<file path="src/rtl/ac_pkg.sv">
// shared constants, types and register map for the comparator controller
package ac_pkg;
  // comparator and window pair counts
  localparam int NCOMP = 4;
  localparam int NPAIR = 2;

  // clock rates and sampling divider
  localparam int CORE_FREQ_HZ = 25_000_000;
  localparam int SAMPLE_FREQ_HZ = 1_000_000;
  localparam int SAMPLE_DIV_CYCLES = CORE_FREQ_HZ / SAMPLE_FREQ_HZ;
  localparam logic [4:0] SAMPLE_DIV_LAST = 5'(SAMPLE_DIV_CYCLES - 1);

  // start-up wait in sampling ticks, and the doubler's extra settling
  localparam logic [7:0] STARTUP_RESET = 8'h08;
  localparam logic [8:0] DOUBLER_EXTRA = 9'h004;

  // register byte addresses
  localparam logic [7:0] ADDR_CTRLA = 8'h00;
  localparam logic [7:0] ADDR_START = 8'h04;
  localparam logic [7:0] ADDR_EVCTRL = 8'h08;
  localparam logic [7:0] ADDR_INTENSET = 8'h0C;
  localparam logic [7:0] ADDR_INTENCLR = 8'h10;
  localparam logic [7:0] ADDR_INTERRUPT_FLAGS = 8'h14;
  localparam logic [7:0] ADDR_STATE = 8'h18;
  localparam logic [7:0] ADDR_READY = 8'h1C;
  localparam logic [7:0] ADDR_TRIGGER = 8'h20;
  localparam logic [7:0] ADDR_WINCTRL = 8'h24;
  localparam logic [7:0] ADDR_STARTUP = 8'h28;
  localparam logic [3:0] PAGE_COMPCTRL = 4'h3;
  localparam logic [3:0] PAGE_SCALER = 4'h4;

  // field positions
  localparam int CTRLA_ENABLE_BIT = 0;
  localparam int LOW_POWER_MUX_BIT = 1;
  localparam int CTRLA_WAKE_BIT = 2;
  localparam int EVCTRL_OUT_LSB = 8;
  localparam int WIN_FIELD_STRIDE = 4;
  localparam int STATE_WSTATE_LSB = 4;
  localparam int CC_ENABLE_BIT = 0;
  localparam int CC_SINGLE_BIT = 1;
  localparam int CC_INTSEL_LSB = 3;
  localparam int CC_MUXPOS_LSB = 8;
  localparam int CC_MUXNEG_LSB = 12;

  // negative input code that routes the supply-fraction scaler
  localparam logic [2:0] NEG_SCALER = 3'h5;

  // comparator interrupt select codes
  localparam logic [1:0] INTSEL_TOGGLE = 2'h0;
  localparam logic [1:0] INTSEL_RISE = 2'h1;
  localparam logic [1:0] INTSEL_FALL = 2'h2;
  localparam logic [1:0] INTSEL_EOC = 2'h3;

  // window state codes and window interrupt select codes
  localparam logic [1:0] WSTATE_ABOVE = 2'h0;
  localparam logic [1:0] WSTATE_INSIDE = 2'h1;
  localparam logic [1:0] WSTATE_BELOW = 2'h2;
  localparam logic [1:0] WINTSEL_ABOVE = 2'h0;
  localparam logic [1:0] WINTSEL_INSIDE = 2'h1;
  localparam logic [1:0] WINTSEL_BELOW = 2'h2;
  localparam logic [1:0] WINTSEL_OUTSIDE = 2'h3;

  // per-comparator control fields
  typedef struct packed {
    logic enable;
    logic single_shot_select;
    logic [1:0] interrupt_select;
    logic [2:0] positive_input_select;
    logic [2:0] negative_input_select;
  } comp_cfg_s;

  // per-comparator analog front-end controls
  typedef struct packed {
    logic power;
    logic [2:0] pos_sel;
    logic [2:0] neg_sel;
    logic scaler_en;
    logic [5:0] scaler_level;
  } analog_ctrl_s;

  // register bus request from the master
  typedef struct packed {
    logic [7:0] addr;
    logic [31:0] wdata;
    logic wr;
    logic rd;
  } bus_req_s;

  // per-comparator sequencer states, gray along off-wait-run
  typedef enum logic [1:0] {
    CH_OFF = 2'b00,
    CH_WAIT = 2'b01,
    CH_RUN = 2'b11,
    CH_IDLE = 2'b10
  } ch_state_e;
endpackage

</file>
<file path="src/rtl/comp_channel.sv">
// one comparator's sequencer: start-up wait, sampling and edge events
`timescale 1ns/1ps
module comp_channel
  import ac_pkg::*;
(
  // clock and reset
  input wire logic core_clk,
  input wire logic rst,
  // sampling enable and configuration
  input wire logic tick,
  input wire logic enable,
  input wire logic single,
  input wire logic [1:0] intsel,
  input wire logic [8:0] startup_len,
  // start request and synchronised comparator output
  input wire logic start,
  input wire logic sample,
  // status
  output logic result,
  output logic ready,
  output logic busy,
  output logic powered,
  output logic done,
  output logic int_evt
);
  // whole channel state
  typedef struct packed {
    ch_state_e st;
    logic [8:0] cnt;
    logic result;
    logic ready;
    logic done;
    logic int_evt;
  } ch_s;

  ch_s s_q; // registered state
  ch_s s_d; // next state

  // edge test between the new sample and the previous result
  function automatic logic edge_hit(input logic [1:0] sel, input logic nw,
                                    input logic old);
    case (sel)
      INTSEL_TOGGLE: edge_hit = nw != old;
      INTSEL_RISE: edge_hit = nw & ~old;
      INTSEL_FALL: edge_hit = ~nw & old;
      default: edge_hit = 1'b1; // end of comparison
    endcase
  endfunction

  // sequencer next state
  always_comb begin
    s_d = s_q;
    s_d.done = 1'b0;
    s_d.int_evt = 1'b0;
    if (!enable) begin
      // disabled: comparator off, not ready
      s_d.st = CH_OFF;
      s_d.ready = 1'b0;
    end else begin
      case (s_q.st)
        CH_OFF: begin
          // load start-up wait; single-shot waits for a start
          s_d.cnt = startup_len;
          s_d.st = single ? CH_IDLE : CH_WAIT;
          s_d.ready = single;
        end
        CH_IDLE: begin
          // a start powers up and clears ready
          if (start) begin
            s_d.cnt = startup_len;
            s_d.ready = 1'b0;
            s_d.st = CH_WAIT;
          end
        end
        CH_WAIT: begin
          // starts are ignored while busy
          if (tick) begin
            if (s_q.cnt == 9'h000) begin
              s_d.result = sample;
              s_d.done = 1'b1;
              s_d.int_evt = edge_hit(intsel, sample, s_q.result);
              s_d.ready = 1'b1;
              s_d.st = single ? CH_IDLE : CH_RUN;
            end else begin
              s_d.cnt = s_q.cnt - 9'h001;
            end
          end
        end
        CH_RUN: begin
          // one compare per sampling tick, no further start-up wait
          if (tick) begin
            s_d.result = sample;
            s_d.done = 1'b1;
            s_d.int_evt = edge_hit(intsel, sample, s_q.result);
          end
          if (single) begin
            s_d.st = CH_IDLE;
          end
        end
        default: s_d.st = CH_OFF;
      endcase
    end
  end

  // state register
  always_ff @(posedge core_clk or posedge rst) begin
    if (rst) begin
      s_q <= '{st: CH_OFF, cnt: 9'h000, result: 1'b0, ready: 1'b0,
               done: 1'b0, int_evt: 1'b0};
    end else begin
      s_q <= s_d;
    end
  end

  // status outputs
  assign result = s_q.result;
  assign ready = s_q.ready;
  assign done = s_q.done;
  assign int_evt = s_q.int_evt;
  assign busy = s_q.st == CH_WAIT;
  assign powered = (s_q.st == CH_WAIT) || (s_q.st == CH_RUN);
endmodule

</file>
<file path="src/rtl/comparator_sequencing_window.sv">
// comparator controller: registers, starts, windows, events, clock request
`timescale 1ns/1ps
module comparator_sequencing_window (
  // clock and reset
  input wire logic core_clk,
  input wire logic rst,
  // register bus
  input wire ac_pkg::bus_req_s bus_req,
  output logic [31:0] rdata,
  // comparator outputs from the analog side, asynchronous
  input wire logic [3:0] cmp_raw,
  // peripheral events in, one-cycle pulses on core_clk
  input wire logic [3:0] event_in,
  // power manager: sleep level on core_clk
  input wire logic sleep,
  // events out, interrupt and sampling clock request
  output logic [5:0] event_out,
  output logic irq,
  output logic clk_req,
  // analog front-end controls
  output logic doubler_en,
  output ac_pkg::analog_ctrl_s [3:0] analog_ctrl
);
  import ac_pkg::*;

  // whole controller state
  typedef struct packed {
    logic enable;
    logic lpmux;
    logic wake;
    comp_cfg_s [3:0] cfg;
    logic [7:0] startup;
    logic [3:0] evi_en;
    logic [5:0] evo_en;
    logic [5:0] inten;
    logic [5:0] flags;
    logic [1:0] wen;
    logic [1:0][1:0] wintsel;
    logic [1:0][1:0] wstate;
    logic [3:0][5:0] scaler;
    logic [3:0] raw1;
    logic [3:0] raw2;
    logic [4:0] div_cnt;
    logic [31:0] rdata;
    logic irq;
    logic [5:0] evout;
    logic clk_req;
    logic doubler;
    analog_ctrl_s [3:0] ana;
  } top_s;

  top_s s_q; // registered state
  top_s s_d; // next state

  // per-channel wires
  logic [3:0] ch_en; // channel enabled by both enables
  logic [3:0] ch_start; // start request this cycle
  logic [3:0] ch_result; // latest comparison result
  logic [3:0] ch_ready; // ready status
  logic [3:0] ch_busy; // in start-up wait
  logic [3:0] ch_powered; // analog comparator powered
  logic [3:0] ch_done; // one-cycle completion
  logic [3:0] ch_int; // one-cycle interrupt condition
  logic [8:0] startup_len; // wait including doubler settling
  logic tick; // sampling enable pulse
  logic clk_run; // sampling clock allowed to run
  logic [3:0] raw_start; // starts before window pairing
  logic [5:0] flag_set; // hardware flag sets
  logic [3:0] toggle; // continuous output differs from result

  // decoded bus strobes
  logic wr_hit;
  logic [3:0] cc_idx;
  assign wr_hit = bus_req.wr;
  assign cc_idx = {2'b00, bus_req.addr[3:2]};

  // the sampling clock runs while awake or while requested in sleep
  assign clk_run = ~sleep | s_q.clk_req;
  assign tick = clk_run && (s_q.div_cnt == SAMPLE_DIV_LAST);

  // doubler adds settling unless the low-power mux bit is set
  assign startup_len = {1'b0, s_q.startup} +
                       (s_q.lpmux ? 9'h000 : DOUBLER_EXTRA);

  // start sources: start bits, trigger read, input events
  always_comb begin
    for (int i = 0; i < NCOMP; i++) begin
      ch_en[i] = s_q.enable & s_q.cfg[i].enable;
      raw_start[i] = ch_en[i] & s_q.cfg[i].single_shot_select &
        ((wr_hit && bus_req.addr == ADDR_START && bus_req.wdata[i]) ||
         (bus_req.rd && bus_req.addr == ADDR_TRIGGER) ||
         (event_in[i] & s_q.evi_en[i]));
    end
    // a window pair launches both comparators together
    for (int p = 0; p < NPAIR; p++) begin
      if (s_q.wen[p]) begin
        ch_start[2*p] = raw_start[2*p] | raw_start[2*p+1];
        ch_start[2*p+1] = raw_start[2*p] | raw_start[2*p+1];
      end else begin
        ch_start[2*p] = raw_start[2*p];
        ch_start[2*p+1] = raw_start[2*p+1];
      end
    end
  end

  // one sequencer per comparator
  genvar g;
  generate
    for (g = 0; g < NCOMP; g++) begin : gen_ch
      comp_channel u_ch (
        .core_clk(core_clk),
        .rst(rst),
        .tick(tick),
        .enable(ch_en[g]),
        .single(s_q.cfg[g].single_shot_select),
        .intsel(s_q.cfg[g].interrupt_select),
        .startup_len(startup_len),
        .start(ch_start[g]),
        .sample(s_q.raw2[g]),
        .result(ch_result[g]),
        .ready(ch_ready[g]),
        .busy(ch_busy[g]),
        .powered(ch_powered[g]),
        .done(ch_done[g]),
        .int_evt(ch_int[g])
      );
    end
  endgenerate

  // window state from a pair's results
  function automatic logic [1:0] win_of(input logic a, input logic b);
    if (a & b) begin
      win_of = WSTATE_ABOVE;
    end else if (~a & ~b) begin
      win_of = WSTATE_BELOW;
    end else begin
      win_of = WSTATE_INSIDE;
    end
  endfunction

  // window interrupt condition for a state change
  function automatic logic win_hit(input logic [1:0] sel,
                                   input logic [1:0] old,
                                   input logic [1:0] nw);
    case (sel)
      WINTSEL_ABOVE: win_hit = nw == WSTATE_ABOVE;
      WINTSEL_INSIDE: win_hit = nw == WSTATE_INSIDE;
      WINTSEL_BELOW: win_hit = nw == WSTATE_BELOW;
      default: win_hit = old == WSTATE_INSIDE; // moved outside
    endcase
  endfunction

  // controller next state
  always_comb begin
    logic [1:0] nws;
    nws = WSTATE_ABOVE;
    s_d = s_q;
    flag_set = {2'b00, ch_int};

    // two-flop synchroniser on the comparator outputs
    s_d.raw1 = cmp_raw;
    s_d.raw2 = s_q.raw1;

    // sampling divider, held while the sampling clock is stopped
    if (clk_run) begin
      s_d.div_cnt = (s_q.div_cnt == SAMPLE_DIV_LAST) ? 5'h00 :
                    s_q.div_cnt + 5'h01;
    end

    // window state follows pair results whether or not interrupts are on
    for (int p = 0; p < NPAIR; p++) begin
      if (s_q.wen[p] && (ch_done[2*p] || ch_done[2*p+1])) begin
        nws = win_of(ch_result[2*p], ch_result[2*p+1]);
        s_d.wstate[p] = nws;
        if (nws != s_q.wstate[p] &&
            win_hit(s_q.wintsel[p], s_q.wstate[p], nws)) begin
          flag_set[4+p] = 1'b1;
        end
      end
    end

    // register writes
    if (wr_hit) begin
      case (bus_req.addr)
        ADDR_CTRLA: begin
          s_d.enable = bus_req.wdata[CTRLA_ENABLE_BIT];
          s_d.lpmux = bus_req.wdata[LOW_POWER_MUX_BIT];
          s_d.wake = bus_req.wdata[CTRLA_WAKE_BIT];
        end
        ADDR_EVCTRL: begin
          s_d.evi_en = bus_req.wdata[3:0];
          s_d.evo_en = bus_req.wdata[EVCTRL_OUT_LSB +: 6];
        end
        ADDR_INTENSET: s_d.inten = s_q.inten | bus_req.wdata[5:0];
        ADDR_INTENCLR: s_d.inten = s_q.inten & ~bus_req.wdata[5:0];
        ADDR_WINCTRL: begin
          for (int p = 0; p < NPAIR; p++) begin
            s_d.wen[p] = bus_req.wdata[WIN_FIELD_STRIDE*p];
            s_d.wintsel[p] = bus_req.wdata[WIN_FIELD_STRIDE*p+1 +: 2];
          end
        end
        ADDR_STARTUP: s_d.startup = bus_req.wdata[7:0];
        default: begin
          if (bus_req.addr[7:4] == PAGE_COMPCTRL) begin
            s_d.cfg[cc_idx[1:0]] = '{
              enable: bus_req.wdata[CC_ENABLE_BIT],
              single_shot_select: bus_req.wdata[CC_SINGLE_BIT],
              interrupt_select: bus_req.wdata[CC_INTSEL_LSB +: 2],
              positive_input_select: bus_req.wdata[CC_MUXPOS_LSB +: 3],
              negative_input_select: bus_req.wdata[CC_MUXNEG_LSB +: 3]};
          end else if (bus_req.addr[7:4] == PAGE_SCALER) begin
            s_d.scaler[cc_idx[1:0]] = bus_req.wdata[5:0];
          end
        end
      endcase
    end

    // flags: hardware set wins over a write-one clear
    if (wr_hit && bus_req.addr == ADDR_INTERRUPT_FLAGS) begin
      s_d.flags = (s_q.flags & ~bus_req.wdata[5:0]) | flag_set;
    end else begin
      s_d.flags = s_q.flags | flag_set;
    end

    // register reads, data stand one cycle after the strobe
    s_d.rdata = 32'h0000_0000;
    if (bus_req.rd) begin
      case (bus_req.addr)
        ADDR_CTRLA: s_d.rdata[2:0] = {s_q.wake, s_q.lpmux, s_q.enable};
        ADDR_EVCTRL: begin
          s_d.rdata[3:0] = s_q.evi_en;
          s_d.rdata[EVCTRL_OUT_LSB +: 6] = s_q.evo_en;
        end
        ADDR_INTENSET: s_d.rdata[5:0] = s_q.inten;
        ADDR_INTENCLR: s_d.rdata[5:0] = s_q.inten;
        ADDR_INTERRUPT_FLAGS: s_d.rdata[5:0] = s_q.flags;
        ADDR_STATE: begin
          s_d.rdata[3:0] = ch_result;
          s_d.rdata[STATE_WSTATE_LSB +: 4] = s_q.wstate;
        end
        ADDR_READY: s_d.rdata[3:0] = ch_ready;
        ADDR_TRIGGER: s_d.rdata[3:0] = ch_ready & ~ch_busy;
        ADDR_WINCTRL: begin
          for (int p = 0; p < NPAIR; p++) begin
            s_d.rdata[WIN_FIELD_STRIDE*p] = s_q.wen[p];
            s_d.rdata[WIN_FIELD_STRIDE*p+1 +: 2] = s_q.wintsel[p];
          end
        end
        ADDR_STARTUP: s_d.rdata[7:0] = s_q.startup;
        default: begin
          if (bus_req.addr[7:4] == PAGE_COMPCTRL) begin
            s_d.rdata[CC_ENABLE_BIT] = s_q.cfg[cc_idx[1:0]].enable;
            s_d.rdata[CC_SINGLE_BIT] =
              s_q.cfg[cc_idx[1:0]].single_shot_select;
            s_d.rdata[CC_INTSEL_LSB +: 2] =
              s_q.cfg[cc_idx[1:0]].interrupt_select;
            s_d.rdata[CC_MUXPOS_LSB +: 3] =
              s_q.cfg[cc_idx[1:0]].positive_input_select;
            s_d.rdata[CC_MUXNEG_LSB +: 3] =
              s_q.cfg[cc_idx[1:0]].negative_input_select;
          end else if (bus_req.addr[7:4] == PAGE_SCALER) begin
            s_d.rdata[5:0] = s_q.scaler[cc_idx[1:0]];
          end
        end
      endcase
    end

    // combined interrupt request
    s_d.irq = |(s_q.flags & s_q.inten);

    // output events are level copies of comparator and window state
    s_d.evout[3:0] = s_q.evo_en[3:0] & ch_result;
    for (int p = 0; p < NPAIR; p++) begin
      s_d.evout[4+p] = s_q.evo_en[4+p] & s_q.wen[p] &
                       (s_q.wstate[p] == WSTATE_INSIDE);
    end

    // a continuous comparator whose output moved since its last sample
    for (int i = 0; i < NCOMP; i++) begin
      toggle[i] = ch_en[i] & ~s_q.cfg[i].single_shot_select &
                  (s_q.raw2[i] != ch_result[i]);
    end

    // in sleep the sampling clock is requested only while needed
    s_d.clk_req = sleep & ((|toggle) |
                           (|ch_busy) |
                           (s_q.wake & (|(s_q.flags & s_q.inten))));

    // analog controls: power, muxes, scaler and doubler
    for (int i = 0; i < NCOMP; i++) begin
      s_d.ana[i].power = ch_powered[i];
      s_d.ana[i].pos_sel = s_q.cfg[i].positive_input_select;
      s_d.ana[i].neg_sel = s_q.cfg[i].negative_input_select;
      s_d.ana[i].scaler_en = ch_en[i] &
        (s_q.cfg[i].negative_input_select == NEG_SCALER);
      s_d.ana[i].scaler_level = s_q.scaler[i];
    end
    s_d.doubler = ~s_q.lpmux & (|ch_powered);
  end

  // state register
  always_ff @(posedge core_clk or posedge rst) begin
    if (rst) begin
      s_q <= '0;
      s_q.startup <= STARTUP_RESET;
    end else begin
      s_q <= s_d;
    end
  end

  // outputs straight from flops
  assign rdata = s_q.rdata;
  assign irq = s_q.irq;
  assign event_out = s_q.evout;
  assign clk_req = s_q.clk_req;
  assign doubler_en = s_q.doubler;
  assign analog_ctrl = s_q.ana;
endmodule

</file>
<file path="config.mk">
export PLATFORM = sky130hd
export DESIGN_NAME = comparator_sequencing_window
export DESIGN_NICKNAME = d
export VERILOG_FILES = /design/src/rtl/ac_pkg.sv /design/src/rtl/comp_channel.sv /design/src/rtl/comparator_sequencing_window.sv
export SDC_FILE = /design/constraint.sdc
export NUM_CORES = 1
export LEC_CHECK = 0
export ABC_AREA = 1
export BUFFER_PORTS_ARGS = -buffer_cell sky130_fd_sc_hd__buf_4
export CAP_MARGIN = 15
export CORE_MARGIN = 2
export CORE_UTILIZATION = 55
export DETAILED_ROUTE_END_ITERATION = 10
export PLACE_DENSITY_LB_ADDON = 0.12
export SETUP_SLACK_MARGIN = 0.15
export SLEW_MARGIN = 5
export SYNTH_ARGS = -nofsm -noshare
export SYNTH_HDL_FRONTEND = slang
export SYNTH_SLANG_ARGS = --single-unit
export TNS_END_PERCENT = 30
</file>
<file path="constraint.sdc">
create_clock -name core_clk -period 9.2 [get_ports core_clk]
set_clock_uncertainty 0.05 [all_clocks]
set_input_delay 0.46 -clock core_clk [delete_from_list [all_inputs] [get_ports core_clk]]
set_output_delay 0.46 -clock core_clk [all_outputs]
set_load 0.005 [all_outputs]
</file>
==> results of run 1 <==
## placed cells by master (no fill, tap or decap), types with 4 or more instances in the layout
master,Yosys,routed
nor2_1,92,92
a22o_1,9,9
xor2_1,13,13
nand4_1,28,28
o221ai_1,5,5
buf_4,95,119
nor3_1,19,19
o22ai_1,26,26
conb_1,1,17
o2111ai_1,4,4
nor2_2,7,7
a22oi_1,15,15
dlygate4sd3_1,0,4
a32oi_1,4,4
o21bai_1,5,5
a21oi_1,46,46
a31oi_1,6,6
nand2_1,327,327
o31ai_1,8,8
o21ai_1,22,22
dfrtp_1,259,259
o21ai_0,166,166
ha_1,50,50
clkinv_2,0,4
o21a_1,8,8
nor4_1,9,9
clkbuf_16,0,29
inv_2,4,4
or2_2,4,4
bufinv_16,0,4
o311a_1,4,4
nand3_1,59,59
inv_1,180,179
clkbuf_1,21,8
## area by class of cell
type                    instances  area (sq um)  area share, %
flip-flops and latches        260          6510           44.2
multi-input cells             985          5240           35.6
repair buffers                123           933           6.34
clock buffers                  39           783           5.32
inverters                     186           706           4.79
well taps                     319           399           2.71
clock inverters                10           158           1.07
## metrics by stage
step                      setup WS, ps  utilization, %  cell area (sq um)  std cells  hold WS, ps
after floorplan                   1540               -              13300       1558          281
after global placement            5910            58.4              13700       1869          283
after detailed placement          5850            58.4              13700       1869          288
after CTS                         6390            62.5              14700       1922         56.1
after global routing              6130            62.5              14700       1922         85.6
final                             6330            62.5              14700       1922         12.9
## per-layer routing
| metal | GRT usage (%) | vias to the layer above | share of wire, % |
|---|---|---|---|
| met1 | 40.5 | 5139 | 46 |
| met2 | 42.6 | 365 | 45 |
| li1 | - | 5078 | - |
| met3 | 5.00 | 64 | 6.7 |
| met4 | 8.10 | 0 | 2.9 |
| met5 | 0 | - | 0 |
## synth_stat cells, types with 6 or more instances
| library cell | n |
|---|---|
| o21ai_1 | 22 |
| ha_1 | 50 |
| nand4_1 | 28 |
| o31ai_1 | 8 |
| a21oi_1 | 46 |
| a31oi_1 | 6 |
| buf_4 | 95 |
| nand3_1 | 59 |
| o21a_1 | 8 |
| clkbuf_1 | 21 |
| xor2_1 | 13 |
| a22oi_1 | 15 |
| nor2_2 | 7 |
| o21ai_0 | 166 |
| inv_1 | 180 |
| nor3_1 | 19 |
| nand2_1 | 327 |
| nor4_1 | 9 |
| o22ai_1 | 26 |
| nor2_1 | 92 |
| dfrtp_1 | 259 |
| a22o_1 | 9 |
## how the worst max path moves through the flow
stage                 from                    to  slack (ps)  cells past startpoint
6_report       bus_req[37]  s_q[183]$_DFFE_PP0P_        6330                     12
3_5_place_dp   bus_req[37]  s_q[183]$_DFFE_PP0P_        5850                     12
4_1_cts        bus_req[37]   s_d[12]$_DFFE_PP0P_        6390                     12
5_1_grt        bus_req[37]   s_d[12]$_DFFE_PP0P_        6130                     12
2_1_floorplan          rst             async pin        1540                      1
3_3_place_gp   bus_req[37]  s_q[182]$_DFFE_PP0P_        5910                     12
## cells by family after synthesis
group / Yosys count / share of synthesized area, %
buf+inv: 313 / 11.8
mux: 2 / 0.170
other cells: 1 / 0.0283
simple gates: 560 / 18.2
xor+xnor: 16 / 1.06
compound gates: 340 / 14.9
fa+ha+maj: 50 / 4.72
flops: 260 / 49.1
## worst reg2reg max path: stages, from the launching register on
cell	delay, ps
dfrtp_1	410
inv_1	120
ha_1	520
inv_1	280
nor2_1	200
nand2_1	110
o31ai_1	100
nand3_2	340
nand2_1	160
o21ai_1	70
## power by group through the flow
stage	clock network, uW	registers, uW	logic [uW]
4_1_cts	1160	1320	314
2_1_floorplan	0	1310	236
3_5_place_dp	0	1340	311
6_report	1150	1320	313
5_1_grt	1210	1330	355
3_3_place_gp	0	1340	303
## what timing repair did
action	CTS	global route
hold endpoints to repair	4	0
hold buffers	4	0
gates resized for setup	0	0
## registers in the layout, summed over array words and instances (netlist names), named ones only
register and count:
gen_ch.u_ch.result 4, rdata 15, gen_ch.u_ch.ready 4, gen_ch.u_ch.int_evt 4, gen_ch.u_ch.s_q 44, irq 1
analog_ctrl 56, gen_ch.u_ch.done 4, s_q 62, s_d 52, clk_req 1, doubler_en 1
event_out 6
==> out/results.ini, run 1 <==
[timing]
min_period_ps = 2870
relSlewSlack_pct = 39.5
worst_pin_slew_ps = 908
setup_viol = 0
drv_slew = 0
report.final.hold_viol_count = 0
fin_setup_tns_ps = 0
fin_crit_sh_pct = 31.2
max_freq_mhz = 348
rsz0062_at_grt = no

[detailed_routing]
postRouteAntennaNets = 0
num_vias = 10646
firstDrtPassIters = 5
drc = 0
viasPerCell = 5.54
wl_per_cell_um = 18.4
drtIter0Drc = 953
drt_wl_total_um = 35300

[global_routing]
grt_max_degree = 118
grt_pass1_wl_um = 55600
antenna_found_initial = 0
overflow = 0
grt_pass1_vias = 10070
grt_usage_pct = 27.7

[placement]
routabilityCongestion = 0.963
post-dp-hpwl_um = 25400
portBuffers = 115

[setup_path]
timing.rr.end = gen_ch[2].u_ch.s_q[6]$_DFFE_PP0P_
worst_path_max_delay_cell = nand3_1
cp-start-kind = primary input
r2r_start = gen_ch[2].u_ch.s_q[14]$_DFFE_PP0P_
worstSetupPathType = in2reg
critPathTopFamily = simple AND/OR/NAND/NOR gates
required_ps = 9570
critPathCaptureType = flop
crit_arrival_ps = 3240
r2r_cells = 9
crit_fanout = 20
r2r_slack_ps = 6700
slowest_delay_ps = 640
path_cells = buf_4 > nand2_1 > inv_2 > nand2_1 > nor2_1 > nor2_4 > inv_2 > nor2_2 > nand2_2 > nor2_4 > nand3_1 > o21ai_0
worstPathBufferInverterCount = 3

[clock_tree]
postCtsSetupRepairBufs = 0
cts_buffers = 28
path_clk_slew_ps = 60
cts.sinks = 260
cts_tree = built
htree_levels = 1
clk_latency_ps = 540
clockBufferDepth = 3
clockRootBuffer = clkbuf_16

[run_status]
status = finished clean

[hold_path]
hold_class = in2async

[final_layout]
syn_to_final_growth_pct = 11.1
drive_above_1_share_pct = 12.0
nets = 1687
diodes = 0
n_fill_cell = 2056

[synth]
synth.top_cell.area_share_pct = 48.9
postSynthCellCount = 1542
yosysWarningCount = 0
synth_area_sq_um = 13200
synth.avg_cell_area_sq_um = 8.59
synth_top_area_cell = dfrtp_1
yosysSeqAreaShare_pct = 49.1
yosys-top-cells-area = dfrtp_1 (49%), nand2_1 (9.3%), o21ai_0 (6.3%), buf_4 (5.4%), inv_1 (5.1%)
ys_types = 53
synth_edf_count = 0
async_reset_ff_share_pct = 100
ys.flop_type = dfrtp_1
ys_ff_latch = 260

[power]
ir_drop_mv = 0.160
switching_power_uw = 707
pwr-share-clk_pct = 41.2
power_frac_seq_pct = 47.5
p_total_uw = 2780
p_int_uw = 2070
swShare_pct = 25.4
powerDensity_nw_per_um2 = 189
p_leak_uw = 0.00724
pwr-share-comb_pct = 11.2

[floorplanning]
num_rows = 56
core_sq_um = 23500
io_pins = 150
die_width_um = 159
die_area_sq_um = 25300
floorplan.initialDensity_pct = 56.3
die_h_um = 159

[flow_run]
drv_cap = 0

No activity file was read; power rests on OpenSTA's default activity.
==> run 2: changes to the inputs <==
Settings changed: CORE_UTILIZATION 55 to 53.
Clock period 9.2 ns to 2.59 ns, I/O delays scaled along.
==> run 2 against run 1 <==
Sequential power rose to 3.6 times the previous value. Count of clock-buffer cells in the layout up 5. Worst hold slack gained 110 ps. Die area increased by 3.7%. Combinational power increased to 3.8 times the previous value. Clock power grew to 3.7 times the previous value. Total power rose to 3.6 times the previous value.
==> out/results.ini, run 2 (synthesis results as in run 1) <==
[power]
powerDensity_nw_per_um2 = 659  ; was 189 nW/um^2
p_leak_uw = 0.00753  ; was 0.00724 uW
ir_drop_mv = 0.495  ; was 0.160 mV
p_total_uw = 10100  ; was 2780 uW

[hold_path]
hold_class = in2reg  ; was in2async
hold_path_end = s_d[54]$_DFFE_PP0P_
holdPathStages = 6
hp-start = bus_req[38]

[clock_tree]
clk_latency_ps = 550  ; was 540 ps
hold_buffers = 23  ; was 4
path_clk_slew_ps = 60  ; about the same
postCtsSetupRepairBufs = 0  ; unchanged
cts_buffers = 29  ; was 28
clockRootBuffer = clkbuf_16  ; unchanged
cts.sinks = 260  ; unchanged
cts_resized = 0  ; unchanged
cts_tree = built  ; unchanged
htree_levels = 1  ; unchanged
clockBufferDepth = 3  ; unchanged

[final_layout]
syn_to_final_growth_pct = 15.3  ; was 11.1%
nets = 1743  ; was 1687
largest_register_ffs = 62  ; unchanged
drive_above_1_share_pct = 13.9  ; was 12.0%
diodes = 0  ; unchanged
final_common_cell = nand2_1  ; unchanged
largest-register = s_q  ; unchanged
final_cell_mix = nand2_1 (327), dfrtp_1 (259), inv_1 (179), o21ai_0 (166), buf_4 (150)  ; was nand2_1 (327), dfrtp_1 (259), inv_1 (179), o21ai_0 (166), buf_4 (119)
n_fill_cell = 2144  ; was 2056

[detailed_routing]
drtIter0Drc = 968  ; was 953
viasPerCell = 5.49  ; was 5.54
num_vias = 10901  ; was 10.6k
postRouteAntennaNets = 0  ; unchanged
wl_per_cell_um = 18.7  ; was 18.4 um
firstDrtPassIters = 7  ; was 5
drt_wl_total_um = 37000  ; was 35300 um
drc = 0  ; unchanged

[global_routing]
overflow = 0  ; unchanged
grt_usage_pct = 28.5  ; was 27.7%
antenna_found_initial = 0  ; unchanged
grt_pass1_vias = 10486  ; was 10.1k
grt_max_degree = 51  ; was 118
grt_pass1_wl_um = 58000  ; was 55600 um

[setup_path]
r2r_slack_ps = 430  ; was 6700 ps
crit_arrival_ps = 2570  ; was 3240 ps
required_ps = 3000  ; was 9570 ps
cp-start-kind = flop  ; was primary input
crit_fanout = 4  ; was 20
r2r_cells = 9  ; unchanged
r2r_start = s_q[215]$_DFFE_PP0P_  ; was gen_ch[2].u_ch.s_q[14]$_DFFE_PP0P_
critPathCaptureType = flop  ; unchanged
worstSetupPathType = reg2reg  ; was in2reg
timing.rr.end = gen_ch[1].u_ch.s_q[12]$_DFFE_PP0P_  ; was gen_ch[2].u_ch.s_q[6]$_DFFE_PP0P_

[timing]
hold_slack_ps = 125  ; was 12.9 ps
drv_slew = 0  ; unchanged
fin_crit_sh_pct = 83.3
min_period_ps = 2160
max_freq_mhz = 463
report.final.hold_viol_count = 0  ; unchanged
setup_viol = 0  ; unchanged
relSlewSlack_pct = 51.0  ; was 39.5%
rsz0062_at_grt = no  ; unchanged
worst_pin_slew_ps = 729  ; was 908 ps

[flow_run]
drv_cap = 0  ; unchanged

[floorplanning]
num_rows = 57  ; was 56
core_sq_um = 24500  ; was 23500 sq um
die_area_sq_um = 26300  ; was 25300 sq um
die_width_um = 162  ; was 159 um
floorplan.initialDensity_pct = 54.2  ; was 56.3%
io_pins = 150  ; unchanged
die_h_um = 162  ; was 159 um

[run_status]
status = finished clean  ; unchanged

[placement]
portBuffers = 115  ; unchanged
post-dp-hpwl_um = 26600  ; was 25400 um
routabilityCongestion = 0.968  ; was 0.963

run 2: cell count changes in the layout (fill, tap and decap cells not counted), moves of 5 or more:
cell / previous run / this run
buf_12: 0 / 5
buf_4: 119 / 150
clkbuf_8: 2 / 7
dlygate4sd3_1: 4 / 23
run 2: critical path: stages, from the launching register on:
cell and delay (ps):
dfrtp_1 390, inv_1 120, ha_1 210, ha_1 200, nand2_1 70, nor2_1 160, nand3_1 360, o22ai_1 300
inv_1 70, o21ai_1 140
run 2: how the worst max path moves through the flow:
stage / start / endpoint / slack (ps) / cells past startpoint
global placement: bus_req[41] / gen_ch[3].u_ch.s_q[11]$_DFFE_PP0P_ / 500 / 11
floorplan: rst / async pin / -1020 / 1
finish: s_q[215]$_DFFE_PP0P_ / gen_ch[1].u_ch.s_q[12]$_DFFE_PP0P_ / 430 / 9
CTS: gen_ch[1].u_ch.s_q[14]$_DFFE_PP0P_ / gen_ch[1].u_ch.s_q[14]$_DFFE_PP0P_ / 450 / 9
detailed placement: bus_req[41] / gen_ch[3].u_ch.s_q[6]$_DFFE_PP0P_ / 400 / 11
global route: gen_ch[1].u_ch.s_q[14]$_DFFE_PP0P_ / gen_ch[1].u_ch.s_q[13]$_DFFE_PP0P_ / 250 / 9
run 2: layout make-up:
type	instances	area [sq um]	area share (%)
Clock buffer	44	852	5.58
Timing Repair Buffer	178	1460	9.53
Inverter	186	702	4.59
Multi-Input combinational cell	985	5240	34.3
Clock inverter	8	119	0.778
Tap cell	324	405	2.65
Sequential cell	260	6510	42.6
run 2: report_power, final:
part	total [uW]	internal (uW)	switching [uW]
registers	4700	4420	277
logic	1180	497	682
clock network	4200	2550	1650
run 2: through the flow:
| step | worst slack (ps) | setup TNS [ps] | area [sq um] | util, % | instances |
|---|---|---|---|---|---|
| after CTS | 450 | 0 | 15300 | 62.5 | 1985 |
| final | 432 | 0 | 15300 | 62.5 | 1985 |
| after detailed placement | 396 | 0 | 14100 | 57.5 | 1910 |
| after global placement | 498 | 0 | 14100 | 57.5 | 1910 |
| after global routing | 246 | 0 | 15300 | 62.5 | 1985 |
| after floorplan | -1020 | -263320 | 13300 | - | 1558 |
run 2: layer usage:
metal	global-route usage, %	up-vias	routed length [um]
met5	1.70	-	0
met4	9.09	0	1150
met3	5.49	80	2890
met2	43.3	438	16300
met1	41.3	5193	16700
li1	-	5190	-
